===== src/pgc_pkg.sv =====
// Purpose: Constants shared by the peripheral clock gate control block.
// Assumes: Four 16-bit gate control registers at word indices 0 to 3.
// Notes:   Flat gate index is register index times 16 plus bit position.
package pgc_pkg;

  localparam int REG_W    = 16;
  localparam int NUM_REGS = 4;
  localparam int ADDR_W   = 2;
  localparam int GATE_W   = REG_W * NUM_REGS;

  typedef logic [REG_W-1:0]  reg_t;
  typedef logic [ADDR_W-1:0] addr_t;
  typedef logic [GATE_W-1:0] gate_t;

  // Register word indices
  localparam addr_t GATE_CTRL_1_IDX = 2'h0;
  localparam addr_t GATE_CTRL_2_IDX = 2'h1;
  localparam addr_t GATE_CTRL_3_IDX = 2'h2;
  localparam addr_t GATE_CTRL_4_IDX = 2'h3;

  // First control register fields
  localparam int TIMER5_GATE_OFF_POS           = 15;
  localparam int TIMER4_GATE_OFF_POS           = 14;
  localparam int TIMER3_GATE_OFF_POS           = 13;
  localparam int TIMER2_GATE_OFF_POS           = 12;
  localparam int TIMER1_GATE_OFF_POS           = 11;
  localparam int QUAD_DECODER1_GATE_OFF_POS    = 10;
  localparam int PULSE_WIDTH_UNIT_GATE_OFF_POS = 9;
  localparam int TWO_WIRE1_GATE_OFF_POS        = 7;
  localparam int SERIAL_PORT2_GATE_OFF_POS     = 6;
  localparam int SERIAL_PORT1_GATE_OFF_POS     = 5;
  localparam int SYNC_SERIAL2_GATE_OFF_POS     = 4;
  localparam int SYNC_SERIAL1_GATE_OFF_POS     = 3;
  localparam int CAN_CTRL_GATE_OFF_POS         = 1;
  localparam int CONVERTER_GATE_OFF_POS        = 0;
  // Second control register fields
  localparam int CAPTURE4_GATE_OFF_POS         = 11;
  localparam int CAPTURE3_GATE_OFF_POS         = 10;
  localparam int CAPTURE2_GATE_OFF_POS         = 9;
  localparam int CAPTURE1_GATE_OFF_POS         = 8;
  localparam int COMPARE4_GATE_OFF_POS         = 3;
  localparam int COMPARE3_GATE_OFF_POS         = 2;
  localparam int COMPARE2_GATE_OFF_POS         = 1;
  localparam int COMPARE1_GATE_OFF_POS         = 0;
  // Third control register fields
  localparam int COMPARATOR_GATE_OFF_POS       = 10;
  localparam int QUAD_DECODER2_GATE_OFF_POS    = 5;
  localparam int TWO_WIRE2_GATE_OFF_POS        = 1;
  // Fourth control register field
  localparam int REF_CLOCK_OUT_GATE_OFF_POS    = 3;

  localparam reg_t ONE = 16'h0001;

  localparam reg_t GATE_CTRL_1_MASK =
    (ONE << TIMER5_GATE_OFF_POS) | (ONE << TIMER4_GATE_OFF_POS) |
    (ONE << TIMER3_GATE_OFF_POS) | (ONE << TIMER2_GATE_OFF_POS) |
    (ONE << TIMER1_GATE_OFF_POS) | (ONE << QUAD_DECODER1_GATE_OFF_POS) |
    (ONE << PULSE_WIDTH_UNIT_GATE_OFF_POS) |
    (ONE << TWO_WIRE1_GATE_OFF_POS) | (ONE << SERIAL_PORT2_GATE_OFF_POS) |
    (ONE << SERIAL_PORT1_GATE_OFF_POS) | (ONE << SYNC_SERIAL2_GATE_OFF_POS) |
    (ONE << SYNC_SERIAL1_GATE_OFF_POS) | (ONE << CAN_CTRL_GATE_OFF_POS) |
    (ONE << CONVERTER_GATE_OFF_POS);
  localparam reg_t GATE_CTRL_2_MASK =
    (ONE << CAPTURE4_GATE_OFF_POS) | (ONE << CAPTURE3_GATE_OFF_POS) |
    (ONE << CAPTURE2_GATE_OFF_POS) | (ONE << CAPTURE1_GATE_OFF_POS) |
    (ONE << COMPARE4_GATE_OFF_POS) | (ONE << COMPARE3_GATE_OFF_POS) |
    (ONE << COMPARE2_GATE_OFF_POS) | (ONE << COMPARE1_GATE_OFF_POS);
  localparam reg_t GATE_CTRL_3_MASK =
    (ONE << COMPARATOR_GATE_OFF_POS) | (ONE << QUAD_DECODER2_GATE_OFF_POS) |
    (ONE << TWO_WIRE2_GATE_OFF_POS);
  localparam reg_t GATE_CTRL_4_MASK = ONE << REF_CLOCK_OUT_GATE_OFF_POS;

  localparam reg_t GATE_CTRL_1_RESET = 16'h0000;
  localparam reg_t GATE_CTRL_2_RESET = 16'h0000;
  localparam reg_t GATE_CTRL_3_RESET = 16'h0000;
  localparam reg_t GATE_CTRL_4_RESET = 16'h0000;

  localparam gate_t IMPL_FLAT = {GATE_CTRL_4_MASK, GATE_CTRL_3_MASK,
                                 GATE_CTRL_2_MASK, GATE_CTRL_1_MASK};
  localparam gate_t RESET_FLAT = {GATE_CTRL_4_RESET, GATE_CTRL_3_RESET,
                                  GATE_CTRL_2_RESET, GATE_CTRL_1_RESET};

  // One instruction cycle equals one system clock cycle here
  localparam int INSTR_CYCLE_NS = 10;
  localparam int CLK_PERIOD_NS  = 10;
  localparam int GATE_DELAY_CYC = (INSTR_CYCLE_NS / CLK_PERIOD_NS < 1) ? 1 :
                                  INSTR_CYCLE_NS / CLK_PERIOD_NS;

endpackage : pgc_pkg


===== src/pgc_delay_pipe.sv =====
// Purpose: Fixed-depth delay line for the gate-off vector.
// Assumes: Same clock as the register file; DEPTH of at least one.
// Notes:   Every stage resets to zero, so peripherals start enabled.
`timescale 1ns/1ps
module pgc_delay_pipe #(
  parameter int W     = 64,
  parameter int DEPTH = 1
) (
  input  wire logic         clk_i,
  input  wire logic         srst_i,
  input  wire logic         ce_i,
  input  wire logic [W-1:0] d_i,
  output logic      [W-1:0] q_o
);

  logic [DEPTH-1:0][W-1:0] stage_reg;
  logic [DEPTH-1:0][W-1:0] stage_next;

  always_comb
  begin
    stage_next = stage_reg;
    if (ce_i)
    begin
      stage_next[0] = d_i;
      for (int i = 1; i < DEPTH; i++)
      begin
        stage_next[i] = stage_reg[i-1];
      end
    end
  end

  always_ff @(posedge clk_i)
  begin
    if (srst_i)
    begin
      stage_reg <= '0;
    end
    else
    begin
      stage_reg <= stage_next;
    end
  end

  assign q_o = stage_reg[DEPTH-1];

endmodule : pgc_delay_pipe


===== src/pgc_gate_cell.sv =====
// Purpose: Clock enable and register access gate for one peripheral.
// Assumes: gate_off_i already carries the one instruction cycle delay.
// Notes:   An absent peripheral is held off whatever its bit holds.
`timescale 1ns/1ps
module pgc_gate_cell #(
  parameter bit PRESENT = 1'b1
) (
  input  wire logic gate_off_i,
  input  wire logic periph_wr_i,
  output logic      clk_en_o,
  output logic      wr_o,
  output logic      rd_valid_o
);

  always_comb
  begin
    clk_en_o   = PRESENT & ~gate_off_i;
    // Writes to a stopped peripheral are dropped here
    wr_o       = periph_wr_i & clk_en_o;
    rd_valid_o = clk_en_o;
  end

endmodule : pgc_gate_cell


===== src/pgc_top.sv =====
// Purpose: Peripheral clock gate control with four gate control registers.
// Assumes: Register port on CLK_SYS_I; peripheral strobes on the same clock.
// Notes:   Gate outputs are clock enables for downstream clock gate cells.
//
// The placing of the registers and the address-and-strobe port were chosen for this implementation.
`timescale 1ns/1ps
module pgc_top #(
  parameter pgc_pkg::gate_t PRESENT_MASK = pgc_pkg::IMPL_FLAT
) (
  input  wire logic           CLK_SYS_I,
  input  wire logic           SRST_I,
  input  wire logic           CE_I,
  input  wire pgc_pkg::addr_t REG_ADDR_I,
  input  wire pgc_pkg::reg_t  REG_WDATA_I,
  input  wire logic           REG_WR_I,
  input  wire logic           REG_RD_I,
  output pgc_pkg::reg_t       REG_RDATA_O,
  input  wire pgc_pkg::gate_t PERIPH_WR_I,
  output pgc_pkg::gate_t      PERIPH_WR_O,
  output pgc_pkg::gate_t      PERIPH_CLK_EN_O,
  output pgc_pkg::gate_t      PERIPH_RD_VALID_O
);
  import pgc_pkg::*;

  localparam logic [NUM_REGS-1:0][REG_W-1:0] IMPL_MASKS = IMPL_FLAT;
  localparam logic [NUM_REGS-1:0][REG_W-1:0] RESET_VALS = RESET_FLAT;

  logic [NUM_REGS-1:0][REG_W-1:0] ctrl_reg;
  logic [NUM_REGS-1:0][REG_W-1:0] ctrl_next;
  reg_t                           rdata_reg;
  reg_t                           rdata_next;
  gate_t                          gate_flat;
  gate_t                          gate_dly;

  // Register file: a read in the same cycle as a write returns the value held before that write
  always_comb
  begin
    ctrl_next  = ctrl_reg;
    rdata_next = '0;
    if (CE_I)
    begin
      if (REG_WR_I)
      begin
        // field layout 1, field layout 2
        // field layout 3, field layout 4
        ctrl_next[REG_ADDR_I] = REG_WDATA_I & IMPL_MASKS[REG_ADDR_I];
      end
      if (REG_RD_I)
      begin
        rdata_next = ctrl_reg[REG_ADDR_I] & IMPL_MASKS[REG_ADDR_I];
      end
    end
    else
    begin
      rdata_next = rdata_reg;
    end
  end

  always_ff @(posedge CLK_SYS_I)
  begin
    if (SRST_I)
    begin
      ctrl_reg  <= RESET_VALS;
      rdata_reg <= '0;
    end
    else
    begin
      ctrl_reg  <= ctrl_next;
      rdata_reg <= rdata_next;
    end
  end

  assign REG_RDATA_O = rdata_reg;
  assign gate_flat   = ctrl_reg;

  // one cycle disable delay, one cycle enable delay
  pgc_delay_pipe #(
    .W     (GATE_W),
    .DEPTH (GATE_DELAY_CYC)
  ) u_delay (
    .clk_i  (CLK_SYS_I),
    .srst_i (SRST_I),
    .ce_i   (CE_I),
    .d_i    (gate_flat),
    .q_o    (gate_dly)
  );

  // Unimplemented positions get no cell, so their outputs stay low
  wire [GATE_W-1:0] cell_clk_en;
  wire [GATE_W-1:0] cell_wr;
  wire [GATE_W-1:0] cell_rd_valid;

  for (genvar g = 0; g < GATE_W; g++)
  begin : g_gate
    if (IMPL_FLAT[g])
    begin : g_cell
      // present and clear, absent stays off
      pgc_gate_cell #(
        .PRESENT (PRESENT_MASK[g])
      ) u_cell (
        .gate_off_i  (gate_dly[g]),
        .periph_wr_i (PERIPH_WR_I[g]),
        .clk_en_o    (cell_clk_en[g]),
        .wr_o        (cell_wr[g]),
        .rd_valid_o  (cell_rd_valid[g])
      );
    end
    else
    begin : g_none
      assign cell_clk_en[g]   = 1'b0;
      assign cell_wr[g]       = 1'b0;
      assign cell_rd_valid[g] = 1'b0;
    end
  end

  // Per-bit drivers meet on nets, so each port has a single driver
  assign PERIPH_CLK_EN_O   = cell_clk_en;
  assign PERIPH_WR_O       = cell_wr;
  assign PERIPH_RD_VALID_O = cell_rd_valid;

  // Helper state for the checks below
  logic  past_valid_reg;
  logic  past_valid_next;
  reg_t  wr_mask_reg;
  reg_t  wr_mask_next;
  addr_t wr_addr_reg;
  addr_t wr_addr_next;
  logic  wr_seen_reg;
  logic  wr_seen_next;

  always_comb
  begin
    past_valid_next = past_valid_reg;
    wr_mask_next    = wr_mask_reg;
    wr_addr_next    = wr_addr_reg;
    wr_seen_next    = wr_seen_reg;
    // Frozen with the gate bits, so a held write still matches them
    if (CE_I)
    begin
      past_valid_next = 1'b1;
      wr_mask_next    = REG_WDATA_I & IMPL_MASKS[REG_ADDR_I];
      wr_addr_next    = REG_ADDR_I;
      wr_seen_next    = REG_WR_I;
    end
  end

  always_ff @(posedge CLK_SYS_I)
  begin
    if (SRST_I)
    begin
      past_valid_reg <= 1'b0;
      wr_mask_reg    <= '0;
      wr_addr_reg    <= '0;
      wr_seen_reg    <= 1'b0;
    end
    else
    begin
      past_valid_reg <= past_valid_next;
      wr_mask_reg    <= wr_mask_next;
      wr_addr_reg    <= wr_addr_next;
      wr_seen_reg    <= wr_seen_next;
    end
  end

  property p_gate_follows;
    @(posedge CLK_SYS_I) disable iff (SRST_I)
      (past_valid_reg && $past(CE_I)) |->
        PERIPH_CLK_EN_O == (PRESENT_MASK & IMPL_FLAT & ~$past(gate_flat));
  endproperty
  a_gate_follows: assert property (p_gate_follows)
    else $error("Clock enable does not follow gate bits by one cycle");

  property p_disable_delay;
    @(posedge CLK_SYS_I) disable iff (SRST_I)
      (CE_I && REG_WR_I && REG_ADDR_I == GATE_CTRL_1_IDX &&
       REG_WDATA_I[TIMER1_GATE_OFF_POS] ##1 CE_I) |->
        ##1 !PERIPH_CLK_EN_O[TIMER1_GATE_OFF_POS];
  endproperty
  a_disable_delay: assert property (p_disable_delay)
    else $error("Timer 1 clock still enabled after gate-off");

  property p_enable_delay;
    @(posedge CLK_SYS_I) disable iff (SRST_I)
      (CE_I && REG_WR_I && REG_ADDR_I == GATE_CTRL_4_IDX &&
       !REG_WDATA_I[REF_CLOCK_OUT_GATE_OFF_POS] ##1 CE_I) |->
        ##1 PERIPH_CLK_EN_O[GATE_W-REG_W+REF_CLOCK_OUT_GATE_OFF_POS] ==
            PRESENT_MASK[GATE_W-REG_W+REF_CLOCK_OUT_GATE_OFF_POS];
  endproperty
  a_enable_delay: assert property (p_enable_delay)
    else $error("Reference clock not enabled one cycle after clear");

  property p_write_blocked;
    @(posedge CLK_SYS_I) disable iff (SRST_I)
      (PERIPH_WR_O & ~PERIPH_CLK_EN_O) == '0 &&
      PERIPH_WR_O == (PERIPH_WR_I & PERIPH_CLK_EN_O);
  endproperty
  a_write_blocked: assert property (p_write_blocked)
    else $error("Peripheral write passed while disabled");

  property p_rd_valid;
    @(posedge CLK_SYS_I) disable iff (SRST_I)
      PERIPH_RD_VALID_O == PERIPH_CLK_EN_O;
  endproperty
  a_rd_valid: assert property (p_rd_valid)
    else $error("Read valid differs from clock enable");

  property p_absent_off;
    @(posedge CLK_SYS_I) disable iff (SRST_I)
      (PERIPH_CLK_EN_O & ~(PRESENT_MASK & IMPL_FLAT)) == '0;
  endproperty
  a_absent_off: assert property (p_absent_off)
    else $error("Absent peripheral shows a clock enable");

  property p_reset_clear;
    @(posedge CLK_SYS_I)
      SRST_I |=> (gate_flat == RESET_FLAT && REG_RDATA_O == '0);
  endproperty
  a_reset_clear: assert property (p_reset_clear)
    else $error("Gate bits not cleared by reset");

  property p_reset_enabled;
    @(posedge CLK_SYS_I)
      SRST_I ##1 SRST_I |=> PERIPH_CLK_EN_O == (PRESENT_MASK & IMPL_FLAT);
  endproperty
  a_reset_enabled: assert property (p_reset_enabled)
    else $error("Present peripherals not enabled after reset");

  property p_unimpl_zero;
    @(posedge CLK_SYS_I) disable iff (SRST_I)
      (CE_I && REG_RD_I) |=>
        (REG_RDATA_O & ~IMPL_MASKS[$past(REG_ADDR_I)]) == '0;
  endproperty
  a_unimpl_zero: assert property (p_unimpl_zero)
    else $error("Unimplemented register bit read as one");

  property p_readback;
    @(posedge CLK_SYS_I) disable iff (SRST_I)
      (wr_seen_reg && CE_I && REG_RD_I && REG_ADDR_I == wr_addr_reg) |=>
        REG_RDATA_O == $past(wr_mask_reg);
  endproperty
  a_readback: assert property (p_readback)
    else $error("Read data differs from masked written value");

  property p_rdata_idle;
    @(posedge CLK_SYS_I) disable iff (SRST_I)
      (CE_I && !REG_RD_I) |=> REG_RDATA_O == '0;
  endproperty
  a_rdata_idle: assert property (p_rdata_idle)
    else $error("Read data not zero outside the read answer cycle");

  property p_freeze;
    @(posedge CLK_SYS_I) disable iff (SRST_I)
      (!CE_I && !SRST_I) |=>
        ($stable(PERIPH_CLK_EN_O) && $stable(gate_flat));
  endproperty
  a_freeze: assert property (p_freeze)
    else $error("State changed while clock enable low");

  property p_rdata_hold;
    @(posedge CLK_SYS_I) disable iff (SRST_I)
      (!CE_I && !SRST_I) |=> $stable(REG_RDATA_O);
  endproperty
  a_rdata_hold: assert property (p_rdata_hold)
    else $error("Read data changed while clock enable low");

  property p_pwm_off;
    @(posedge CLK_SYS_I) disable iff (SRST_I)
      (CE_I && REG_WR_I && REG_ADDR_I == GATE_CTRL_1_IDX &&
       REG_WDATA_I[PULSE_WIDTH_UNIT_GATE_OFF_POS] ##1 CE_I) |->
        ##1 !PERIPH_CLK_EN_O[PULSE_WIDTH_UNIT_GATE_OFF_POS];
  endproperty
  a_pwm_off: assert property (p_pwm_off)
    else $error("Pulse width unit clock still on after gate-off");

  property p_unimpl_store;
    @(posedge CLK_SYS_I) disable iff (SRST_I)
      (gate_flat & ~IMPL_FLAT) == '0;
  endproperty
  a_unimpl_store: assert property (p_unimpl_store)
    else $error("Unimplemented gate bit stored as one");

  property p_write_lands;
    @(posedge CLK_SYS_I) disable iff (SRST_I)
      wr_seen_reg |-> ctrl_reg[wr_addr_reg] == wr_mask_reg;
  endproperty
  a_write_lands: assert property (p_write_lands)
    else $error("Written gate bits not stored under the field mask");

  c_disable: cover property (@(posedge CLK_SYS_I) disable iff (SRST_I)
    $fell(PERIPH_CLK_EN_O[PULSE_WIDTH_UNIT_GATE_OFF_POS]));
  c_reenable: cover property (@(posedge CLK_SYS_I) disable iff (SRST_I)
    $rose(PERIPH_CLK_EN_O[PULSE_WIDTH_UNIT_GATE_OFF_POS]));
  c_wr_dropped: cover property (@(posedge CLK_SYS_I) disable iff (SRST_I)
    (PERIPH_WR_I & ~PERIPH_CLK_EN_O) != '0);
  c_readback: cover property (@(posedge CLK_SYS_I) disable iff (SRST_I)
    wr_seen_reg && CE_I && REG_RD_I && REG_ADDR_I == wr_addr_reg);

endmodule : pgc_top


===== config.mk =====
export PLATFORM = sky130hd
export DESIGN_NAME = pgc_top
export DESIGN_NICKNAME = d
export VERILOG_FILES = /design/src/pgc_pkg.sv /design/src/pgc_delay_pipe.sv /design/src/pgc_gate_cell.sv /design/src/pgc_top.sv
export SDC_FILE = /design/constraint.sdc
export NUM_CORES = 1
export LEC_CHECK = 0
export ABC_CLOCK_PERIOD_IN_PS = 1100
export BUFFER_PORTS_ARGS = -buffer_cell sky130_fd_sc_hd__buf_4
export CAP_MARGIN = 20
export CORE_MARGIN = 5
export CORE_UTILIZATION = 38
export CTS_CLUSTER_DIAMETER = 80
export DETAILED_ROUTE_END_ITERATION = 10
export HOLD_SLACK_MARGIN = 0.1
export PLACE_DENSITY = 0.77
export SYNTH_ARGS = -nofsm -noshare
export SYNTH_HDL_FRONTEND = slang
export SYNTH_SLANG_ARGS = --single-unit

===== constraint.sdc =====
create_clock -name CLK_SYS_I -period 1.1 [get_ports CLK_SYS_I]
set_clock_uncertainty 0.15 [all_clocks]
set_input_delay 0.22 -clock CLK_SYS_I [delete_from_list [all_inputs] [get_ports CLK_SYS_I]]
set_output_delay 0.22 -clock CLK_SYS_I [all_outputs]
set_load 0.1 [all_outputs]

-- Yosys cells after proc, flatten, opt, wreduce, memory -nomap -nowiden
Cells that the tools add are included.
- $lt $le $gt $ge: 2
- muxes and demuxes: 8
- bitwise logic cells: 54
- reduce and logical (&&, ||, !) cells: 2
- operators with widths (kind ; count):
    16-bit binary-select mux with 2-bit select ; 2
    64-bit bitwise mux ; 1
    16-bit 2-to-1 mux ; 4
    16-bit AND ; 2
    16-bit demux with 2-bit select ; 1
    1-bit AND ; 26
    1-bit inverter ; 26
    2-bit by 3-bit < comparator with 1-bit output (second input constant) ; 1
    2-bit by 1-bit greater-or-equal comparator with 1-bit output (second input constant) ; 1
    2-bit AND reduction ; 1
    1-bit logical AND ; 1
- flip-flop bits (word level): 132
- input bits: 87
- output and inout bits: 208
- word-level logic and storage cells: 72

-- Longest topological paths before layout
Gate-level depths: netlist of run 1.
- word-level depth: 5
- depth in mapped cells: 6
- gate-level depth less buffers: 3

-- By module
From an unflattened synthesis of run 1, not the netlist that was laid out.
- cell total of the unflattened synthesis: 668
- area, all modules: 6269.8 sq um
- modules (own cells, without submodules) (module ; times used ; cells an instance ; area each (sq um) ; sequential area each (sq um)):
    pgc_top ; 1 ; 384 ; 3523.4 ; 1601.5
    pgc_delay_pipe ; 1 ; 206 ; 2290.9 ; 1281.2
    pgc_gate_cell ; 26 ; 3 ; 17.5 ; 0.0

-- Worst setup path after synthesis of run 1
Ideal clock, no wire load.
- path kind: register to register
- start point: register, netlist name REG_RDATA_O[3]
- end point: register rdata_reg[3], in the netlist REG_RDATA_O[3]
- setup time: 78 ps
- arrival time: 1356 ps
- required time: 872 ps
- path slack: -484 ps
- cell stages (with the launch flop): 4
- path buffers: 0
- clock period less this slack: 1584 ps
- path through: dfxtp_1 -> nor2b_1 -> a31oi_1 -> nor3_1
- RTL lines (element ; line ; RTL):
    to (signal assigned) ; pgc_top.sv:69 ; rdata_reg <= rdata_next;
    to (decl) ; pgc_top.sv:30 ; reg_t rdata_reg;

-- Final worst setup path of run 1
- start point: register u_delay.stage_reg, in the netlist u_delay.q_o[16]
- end point: output port PERIPH_WR_O[16]
- longest elaborated chain between the ends: 2
- RTL lines (element ; line ; RTL):
    from (decl) ; pgc_delay_pipe.sv:16 ; logic [DEPTH-1:0][W-1:0] stage_reg;
    from (signal assigned) ; pgc_delay_pipe.sv:40 ; stage_reg <= stage_next;
    1-bit inverter ; pgc_gate_cell.sv:17 ; clk_en_o = PRESENT & ~gate_off_i;
    1-bit AND ; pgc_gate_cell.sv:19 ; wr_o = periph_wr_i & clk_en_o;
    to (decl) ; pgc_top.sv:19 ; output pgc_pkg::gate_t PERIPH_WR_O,
Every way passes these cells.

==> results of run 1 <==
## power groups by stage
stage               sequential [mW]  combinational [mW]  clock, mW
global route                   2.46                3.22       3.18
floorplan                      2.55                2.88          0
global placement               2.54                2.77          0
finish                         2.45                3.14       3.00
CTS                            2.48                3.01       3.06
detailed placement             2.54                2.78          0
## Yosys cell counts (all sizes together)
cell	count	area (sq um)
nand2	43	161
nor2b	35	219
and4b	1	10.0
nor2	40	150
nand3b	1	7.51
conb	1	3.75
a221o	3	30.0
nor3b	1	12.5
and2	3	18.8
a221oi	1	8.76
a21oi	32	164
mux2	1	11.3
o32a	1	10.0
a31oi	1	6.26
and4bb	2	25.0
a22o	2	17.5
nand4	3	18.8
nand4b	2	23.8
inv	27	101
o2bb2ai	2	17.5
dfxtp	68	1360
clkbuf	3	11.3
nand4bb	1	11.3
nor3	2	15.0
buf	210	1570
nand2b	3	18.8
mux2i	33	330
nand3	2	10.0
## repair_timing
item                                    in CTS  in global routing
endpoints found under the setup margin      95                 98
endpoints found under the hold margin       31                  3
pin swaps                                    0                  1
hold buffers                                18                  1
gates cloned                                 0                  0
resized for setup                          326                101
buffers inserted                             9                  1
## final cells by class
class | instances | area [sq um]
clock buffers | 11 | 264
clock inverters | 5 | 55.1
fillers | 858 | 4520
inverters | 27 | 161
multi-input cells | 329 | 1950
flip-flops and latches | 68 | 1500
well taps | 143 | 179
repair buffers | 194 | 2700
## worst max path at each step
stage	start	to	slack [ns]	depth (start not counted)
after floorplan	REG_ADDR_I[1]	ctrl_reg[26]$_SDFFE_PP0P_	-0.10	5
after global placement	REG_ADDR_I[1]	REG_RDATA_O[3]$_SDFFE_PP0P_	-0.19	4
after detailed placement	REG_ADDR_I[1]	REG_RDATA_O[3]$_SDFFE_PP0P_	-0.28	4
after CTS	u_delay.q_o[26]$_SDFFE_PP0P_	PERIPH_WR_O[26]	-0.32	2
after global routing	u_delay.q_o[17]$_SDFFE_PP0P_	PERIPH_WR_O[17]	-0.34	2
final	u_delay.q_o[16]$_SDFFE_PP0P_	PERIPH_WR_O[16]	-0.31	2
## per-stage QoR
stage / util / hold slack [ns] / std cells
3_3_place_gp: 0.417 / 0.304 / 733
4_1_cts: 0.569 / 0.133 / 776
6_report: 0.601 / 0.153 / 777
3_5_place_dp: 0.417 / 0.304 / 733
5_1_grt: 0.601 / 0.182 / 777
2_1_floorplan: - / 0.206 / 637
## layer usage
| layer | vias to the layer above | track usage | routed length, um |
|---|---|---|---|
| met5 | - | 0 | 0 |
| met4 | 0 | 0.0413 | 111 |
| met3 | 8 | 0.0380 | 904 |
| met2 | 156 | 0.264 | 5830 |
| met1 | 1516 | 0.168 | 3970 |
| li1 | 1572 | - | - |
## cells by family (layout without fill, tap and decap cells)
| family | after synthesis | after routing | synth area share |
|---|---|---|---|
| flops | 68 | 68 | 0.314 |
| buf+inv | 240 | 237 | 0.387 |
| compound gates | 42 | 42 | 0.0585 |
| mux | 34 | 34 | 0.0787 |
| other cells | 1 | 114 | 0.000864 |
| simple gates | 139 | 139 | 0.162 |
## worst register-to-register path: stages, from the launching register on
cell and delay [ns]:
dfxtp_2 0.32, mux2_4 0.27, a221oi_2 0.25, nor3_1 0.08
## cell usage in the layout (no fill, tap or decap), drive strengths merged, types with 2 or more instances in the layout
cell type / Yosys / final
buf: 210 / 176
nor2b: 35 / 35
dlygate4sd3: 0 / 17
clkbuf: 3 / 11
dfxtp: 68 / 68
and2: 3 / 3
conb: 1 / 114
mux2i: 33 / 33
and4bb: 2 / 2
a221o: 3 / 3
nor3: 2 / 2
nand3: 2 / 2
nand4b: 2 / 2
nor2: 40 / 40
a21oi: 32 / 32
inv: 27 / 29
o2bb2ai: 2 / 2
nand4: 3 / 3
nand2: 43 / 43
a22o: 2 / 2
nand2b: 3 / 3
==> impl_metrics.env, run 1 <==
export IMPL_critPathMaxStageDelay_ns=0.33
export IMPL_r2r_start="ctrl_reg[19]$_SDFFE_PP0P_"
export IMPL_maxCapViolations=0
export IMPL_vdd_drop_max_mv=0.876
export IMPL_hold_depth=3
export IMPL_slew_violations=0
export IMPL_path_cells="nor2b_1 -> buf_6"
export IMPL_swShare=0.421
export IMPL_drt_iter0_markers=147
export IMPL_holdPathEnd="REG_RDATA_O[5]$_SDFFE_PP0P_"
export IMPL_dieArea_sq_um=13700
export IMPL_critPathTopFamily="flip-flops"
export IMPL_grt_max_degree=33
export IMPL_rsz0062_at_grt="true"
export IMPL_design_area_sq_um=6810
export IMPL_post_route_period_util=1.28
export IMPL_pwr_share_seq=0.286
export IMPL_fmax_ghz=0.708
export IMPL_layout_drive_gt1_share=0.476
export IMPL_finalHoldViolations=0
export IMPL_ant_nets=0
export IMPL_syn_area_sq_um=4340
export IMPL_nets=716
export IMPL_worstHoldStart="REG_ADDR_I[0]"
export IMPL_start_kind="register"
export IMPL_cts_tree="yes"
export IMPL_leakagePower_nw=3.21
export IMPL_initial_core_util=0.384
export IMPL_crit_path_top_delay_cell="dfxtp_2"
export IMPL_wl_per_cell_um=13.9
export IMPL_grt_pass1_vias=3135
export IMPL_critPathKind="register to output port"
export IMPL_end_kind="output port"
export IMPL_dr_pass1_iters=4
export IMPL_violations="negative setup slack"
export IMPL_reg2reg_slack_ns=-0.10
export IMPL_cts_sinks=68
export IMPL_cts_buffers=9
export IMPL_synth_warning_count=0
export IMPL_setup_viol=95
export IMPL_grt_use_total=0.145
export IMPL_clk_path_buf_depth=2
export IMPL_p_per_area_nw_per_um2=1260
export IMPL_period_minus_slack_ns=1.41
export IMPL_drc=0
export IMPL_p_int_mw=4.98
export IMPL_n_antenna_cell=0
export IMPL_pre_cts_ws_ns=-0.276
export IMPL_cp_arrival_ns=1.04
export IMPL_cts_root_buf="clkbuf_16"
export IMPL_ioPinCount=295
export IMPL_ys_seq_elements=68
export IMPL_htree_levels=3
export IMPL_clk_pin_slew_ns=0.05
export IMPL_crit_required_ns=0.73
export IMPL_antenna_found_initial=0
export IMPL_avgViaCountPerCell=4.19
export IMPL_hp_class="primary input to register"
export IMPL_syn_to_final_growth_pct=56.7
export IMPL_vias=3252
export IMPL_ys_types=34
export IMPL_comb_power_share=0.365
export IMPL_crit_buf_inv=1
export IMPL_switchingPower_mw=3.61
export IMPL_setup_ws_ns=-0.312
export IMPL_wirelength_um=10800
export IMPL_rows=39
export IMPL_die_h_um=117
export IMPL_grt_pass1_wl_um=15700
export IMPL_syn_area_per_cell_sq_um=8.29
export IMPL_placed_cell_area_sq_um=4720
export IMPL_core_area_sq_um=11300
export IMPL_status="complete, but fails checks"
export IMPL_grt_overflow=0
export IMPL_die_w_um=117
export IMPL_dpl_hpwl_um=7330
export IMPL_ys_seq_area_frac=0.314
export IMPL_pwr_share_clk=0.349
export IMPL_finalWeightedCongestion=0.806
export IMPL_finalSetupTns_ns=-19.82
export IMPL_power_mw=8.59
export IMPL_r2r_end="REG_RDATA_O[3]$_SDFFE_PP0P_"
export IMPL_clk_latency_ns=0.33
export IMPL_cp_max_fo=3
export IMPL_io_buffers=142
export IMPL_rr_worst_depth=3
export IMPL_synth_cells=524
(Power assumes the default switching activity.)
==> run 2, diff against run 1 <==
- CELL_PAD_IN_SITES_DETAIL_PLACEMENT: unset -> 0
- CELL_PAD_IN_SITES_GLOBAL_PLACEMENT: unset -> 1
- CORE_UTILIZATION: 38 -> 25
==> run 2 against run 1 <==
The run still ends with negative setup slack left. Sequential power barely moved. Highest routed layer unchanged. Clock power shrank 17%. Count of clock-buffer cells in the layout rose by 2. Power decreased by 5.7%. Critical endpoint is now PERIPH_WR_O[24]. Largest power group unchanged. Non-clock buffer count decreased by 2.
==> impl_metrics.env, run 2 (synthesis gave the netlist of run 1 again) <==
export IMPL_path_cells="nor2b_1 -> buf_6"
export IMPL_nets=714
export IMPL_setup_ws_ns=-0.306
export IMPL_period_minus_slack_ns=1.41
export IMPL_maxCapViolations=0
export IMPL_finalWeightedCongestion=0.733
export IMPL_clk_path_buf_depth=2
export IMPL_crit_path_top_delay_cell="dfxtp_2"
export IMPL_die_w_um=142
export IMPL_grt_max_degree=36
export IMPL_antenna_found_initial=0
export IMPL_post_route_period_util=1.28
export IMPL_n_antenna_cell=0
export IMPL_clk_pin_slew_ns=0.05
export IMPL_start_kind="register"
export IMPL_leakagePower_nw=3.16
export IMPL_cts_sinks=68
export IMPL_io_buffers=142
export IMPL_critPathKind="register to output port"
export IMPL_drc=0
export IMPL_ioPinCount=295
export IMPL_slew_violations=0
export IMPL_critPathMaxStageDelay_ns=0.34
export IMPL_grt_use_total=0.102
export IMPL_pre_cts_ws_ns=-0.239
export IMPL_dr_pass1_iters=4
export IMPL_cp_max_fo=3
export IMPL_cts_buffers=9
export IMPL_end_kind="output port"
export IMPL_final_util=0.398
export IMPL_ant_nets=0
export IMPL_design_area_sq_um=6830
export IMPL_layout_drive_gt1_share=0.473
export IMPL_rows=48
export IMPL_final_common_cell="conb_1"
export IMPL_setup_viol=95
export IMPL_clk_latency_ns=0.33
export IMPL_fmax_ghz=0.711
export IMPL_rr_worst_depth=3
export IMPL_avgViaCountPerCell=3.75
export IMPL_finalHoldViolations=0
export IMPL_dpl_hpwl_um=7940
export IMPL_wl_per_cell_um=13.5
export IMPL_htree_levels=3
export IMPL_cp_arrival_ns=1.04
export IMPL_cts_tree="yes"
export IMPL_vdd_drop_max_mv=0.675
export IMPL_syn_to_final_growth_pct=57.3
export IMPL_placed_cell_area_sq_um=4850
export IMPL_wirelength_um=11600
export IMPL_status="complete, but fails checks"
export IMPL_crit_required_ns=0.73
export IMPL_cts_root_buf="clkbuf_16"
export IMPL_hp_class="primary input to register"
export IMPL_hold_depth=4
export IMPL_die_h_um=142
export IMPL_grt_overflow=0
export IMPL_core_area_sq_um=17200
export IMPL_grt_pass1_wl_um=16200
export IMPL_vias=3211
export IMPL_initial_core_util=0.253
export IMPL_drt_iter0_markers=54
export IMPL_grt_pass1_vias=3156
export IMPL_rsz0062_at_grt="true"
export IMPL_dieArea_sq_um=20100
export IMPL_fill_cells=1671
export IMPL_mostFrequentLayoutCells="conb_1 (114), buf_12 (94), buf_4 (80)"
export IMPL_p_per_area_nw_per_um2=1190
export IMPL_violations="negative setup slack"
[run 2: changes by cell type in the layout (fill, tap and decap cells not counted), moves of 2 or more]
| cell | change |
|---|---|
| inv_2 | -2 |
| clkinv_2 | +2 |
| dfxtp_4 | +2 |
| nor2b_4 | +2 |
| clkbuf_1 | +4 |
[run 2: worst paths after layout]
path	to	start	slack (ns)
setup / recovery	PERIPH_WR_O[24]	u_delay.q_o[24]$_SDFFE_PP0P_	-0.31
hold / removal	ctrl_reg[51]$_SDFFE_PP0P_	REG_WR_I	0.16
hold reg to reg	ctrl_reg[5]$_SDFFE_PP0P_	ctrl_reg[5]$_SDFFE_PP0P_	0.33
setup reg to reg	REG_RDATA_O[3]$_SDFFE_PP0P_	ctrl_reg[19]$_SDFFE_PP0P_	-0.04
[run 2: stage by stage]
stage / hold slack [ns] / power (mW) / instances / TNS (ns)
floorplan: 0.206 / 5.42 / 637 / -1.70
global placement: 0.306 / 5.34 / 820 / -9.44
detailed placement: 0.309 / 5.34 / 820 / -10.25
CTS: 0.148 / 8.07 / 856 / -21.69
global route: 0.207 / 8.37 / 857 / -22.57
finish: 0.156 / 8.10 / 857 / -19.85
[run 2: final cells by class]
class / instances / area (sq um) / share of cell area
timing repair buffer: 192 / 2660 / 0.390
sequential: 68 / 1500 / 0.220
clock inverter: 3 / 15.0 / 0.00220
clock buffer: 13 / 240 / 0.0352
inverter: 27 / 166 / 0.0244
multi-input combinational: 329 / 1960 / 0.287
tap: 225 / 282 / 0.0412
[run 2: report_power, final]
group | internal [mW] | switching [mW]
clock network | 1.51 | 0.982
logic | 0.611 | 2.54
registers | 2.42 | 0.0354
total | 4.54 | 3.56
[run 2: layer usage]
metal  track usage  vias up  wire [um]
met5             0        -          0
met4        0.0490        0        240
met3        0.0199       16        909
met2         0.177      162       5880
met1         0.119     1468       4560
li1              -     1565          -
[run 2: worst max-delay path: cells and delay by family, from the launching register on]
family / cells / cell delay, ns
DFF: 1 / 0.34
buffers and inverters: 1 / 0.24
and+or+nand+nor: 1 / 0.13
[run 2: repair_timing]
item,4_1_cts,5_1_grt
setup buffers,3,1
setup endpoints to repair,95,98
gates resized for setup,333,102
endpoints found under the hold margin,28,2
cloned,0,0
pin swaps,0,1
hold buffers,17,1
==> run 3, diff against run 2 <==
- ABC_CLOCK_PERIOD_IN_PS: 1100 -> unset
- CORE_UTILIZATION: 25 -> 30
- PLACE_DENSITY: 0.77 -> 0.86
- clock period: 1.1 -> 1.8 ns (I/O delays scaled with it)
==> run 3 against run 2 <==
The run now ends clean. First-iteration DRC count rose by 52%. Critical path depth did not move. Critical endpoint is now PERIPH_WR_O[42]. Sequential cell count did not move. Global-route usage fell by 0.32 points. Non-clock buffer count fell by 41. Register-to-register slack improved by 0.65 ns. Largest cell class is now multi-input gates. Combinational power fell by 47%. Highest routed layer unchanged. Routed wire length fell by 22%.
==> impl_metrics.env, run 3 (synthesis gave the netlist of run 1 again) <==
export IMPL_finalHoldViolations=0
export IMPL_cts_sinks=68
export IMPL_final_common_cell="buf_4"
export IMPL_drt_iter0_markers=82
export IMPL_syn_to_final_growth_pct=11.7
export IMPL_cp_max_fo=3
export IMPL_vdd_drop_max_mv=0.445
export IMPL_die_h_um=130
export IMPL_rsz0062_at_grt="false"
export IMPL_antenna_found_initial=0
export IMPL_cts_buffers=9
export IMPL_grt_use_total=0.0986
export IMPL_post_route_period_util=0.906
export IMPL_die_w_um=130
export IMPL_leakagePower_nw=2.27
export IMPL_dr_pass1_iters=4
export IMPL_grt_max_degree=42
export IMPL_critPathMaxStageDelay_ns=0.36
export IMPL_clk_pin_slew_ns=0.05
export IMPL_setup_viol=0
export IMPL_vias=2967
export IMPL_maxCapViolations=0
export IMPL_finalSetupTns_ns=0
export IMPL_mostFrequentLayoutCells="buf_4 (150), conb_1 (114), dfxtp_1 (68)"
export IMPL_nets=673
export IMPL_cp_arrival_ns=1.12
export IMPL_status="finished, final reports clean"
export IMPL_rows=44
export IMPL_dpl_hpwl_um=7240
export IMPL_finalWeightedCongestion=0.790
export IMPL_cts_root_buf="clkbuf_16"
export IMPL_grt_pass1_wl_um=13000
export IMPL_p_per_area_nw_per_um2=1010
export IMPL_power_mw=4.91
export IMPL_cts_tree="yes"
export IMPL_dieArea_sq_um=17000
export IMPL_post_cts_resized=0
export IMPL_grt_pass1_vias=2662
export IMPL_cts_setup_buffers=0
export IMPL_end_kind="output port"
export IMPL_core_area_sq_um=14400
export IMPL_crit_path_top_delay_cell="dfxtp_1"
export IMPL_wirelength_um=9090
export IMPL_critPathKind="register to output port"
export IMPL_n_antenna_cell=0
export IMPL_cts_hold_buffers_added=0
export IMPL_path_cells="nor2b_1 -> buf_4"
export IMPL_period_minus_slack_ns=1.63
export IMPL_drc=0
export IMPL_start_kind="register"
export IMPL_fmax_ghz=0.613
export IMPL_layout_drive_gt1_share=0.286
export IMPL_slew_violations=0
export IMPL_wl_per_cell_um=11.7
export IMPL_crit_buf_inv=1
export IMPL_final_util=0.338
export IMPL_clk_path_buf_depth=2
export IMPL_crit_required_ns=1.29
export IMPL_avgViaCountPerCell=3.83
export IMPL_initial_core_util=0.302
export IMPL_htree_levels=3
export IMPL_io_buffers=142
export IMPL_hp_class="primary input to register"
export IMPL_critPathTopFamily="flip-flops"
export IMPL_ant_nets=0
export IMPL_grt_overflow=0
export IMPL_ioPinCount=295
export IMPL_clk_latency_ns=0.32
-- run 3: layout make-up --
type | count | area, sq um
Fill cell | 1567 | 9520
Timing Repair Buffer | 151 | 1150
Inverter | 27 | 101
Clock buffer | 13 | 250
Tap cell | 184 | 230
Multi-Input combinational cell | 329 | 1730
Sequential cell | 68 | 1360
Clock inverter | 2 | 35.0
-- run 3: path summary, 6_finish.rpt --
check / from / to / slack, ns / cells after the start
setup / recovery: u_delay.q_o[42]$_SDFFE_PP0P_ / PERIPH_WR_O[42] / 0.17 / 2
setup reg to reg: ctrl_reg[19]$_SDFFE_PP0P_ / REG_RDATA_O[3]$_SDFFE_PP0P_ / 0.61 / 3
hold / removal: REG_WDATA_I[12] / ctrl_reg[12]$_SDFFE_PP0P_ / 0.13 / 3
hold reg to reg: REG_RDATA_O[8]$_SDFFE_PP0P_ / REG_RDATA_O[8]$_SDFFE_PP0P_ / 0.32 / 2
-- run 3: worst reg2reg max path, stage by stage, from the launching register on --
cell and delay (ns):
dfxtp_1 0.32, mux2_2 0.27, a221oi_1 0.25, nor3_1 0.07
-- run 3: report_power, final --
part,switching (mW),internal [mW]
registers,0.0150,1.53
logic,1.50,0.185
clock network,0.590,1.10
-- run 3: per-stage QoR --
| step | hold slack, ns | instances | setup slack [ns] | cell area (sq um) |
|---|---|---|---|---|
| 2_1_floorplan | 0.296 | 637 | 0.216 | 4770 |
| 3_5_place_dp | 0.313 | 759 | 0.237 | 4560 |
| 6_report | 0.131 | 774 | 0.170 | 4850 |
| 4_1_cts | 0.118 | 774 | 0.133 | 4850 |
| 3_3_place_gp | 0.312 | 759 | 0.231 | 4560 |
| 5_1_grt | 0.128 | 774 | 0.122 | 4850 |
-- run 3: metal layers --
| layer | GRT usage | vias to the layer above | wire length [um] | share of wire |
|---|---|---|---|---|
| met5 | 0 | - | 0 | 0 |
| met4 | 0.0367 | 0 | 135 | 0.015 |
| met3 | 0.0319 | 8 | 926 | 0.10 |
| met2 | 0.162 | 137 | 4440 | 0.49 |
| met1 | 0.120 | 1346 | 3600 | 0.40 |
| li1 | - | 1476 | - | - |
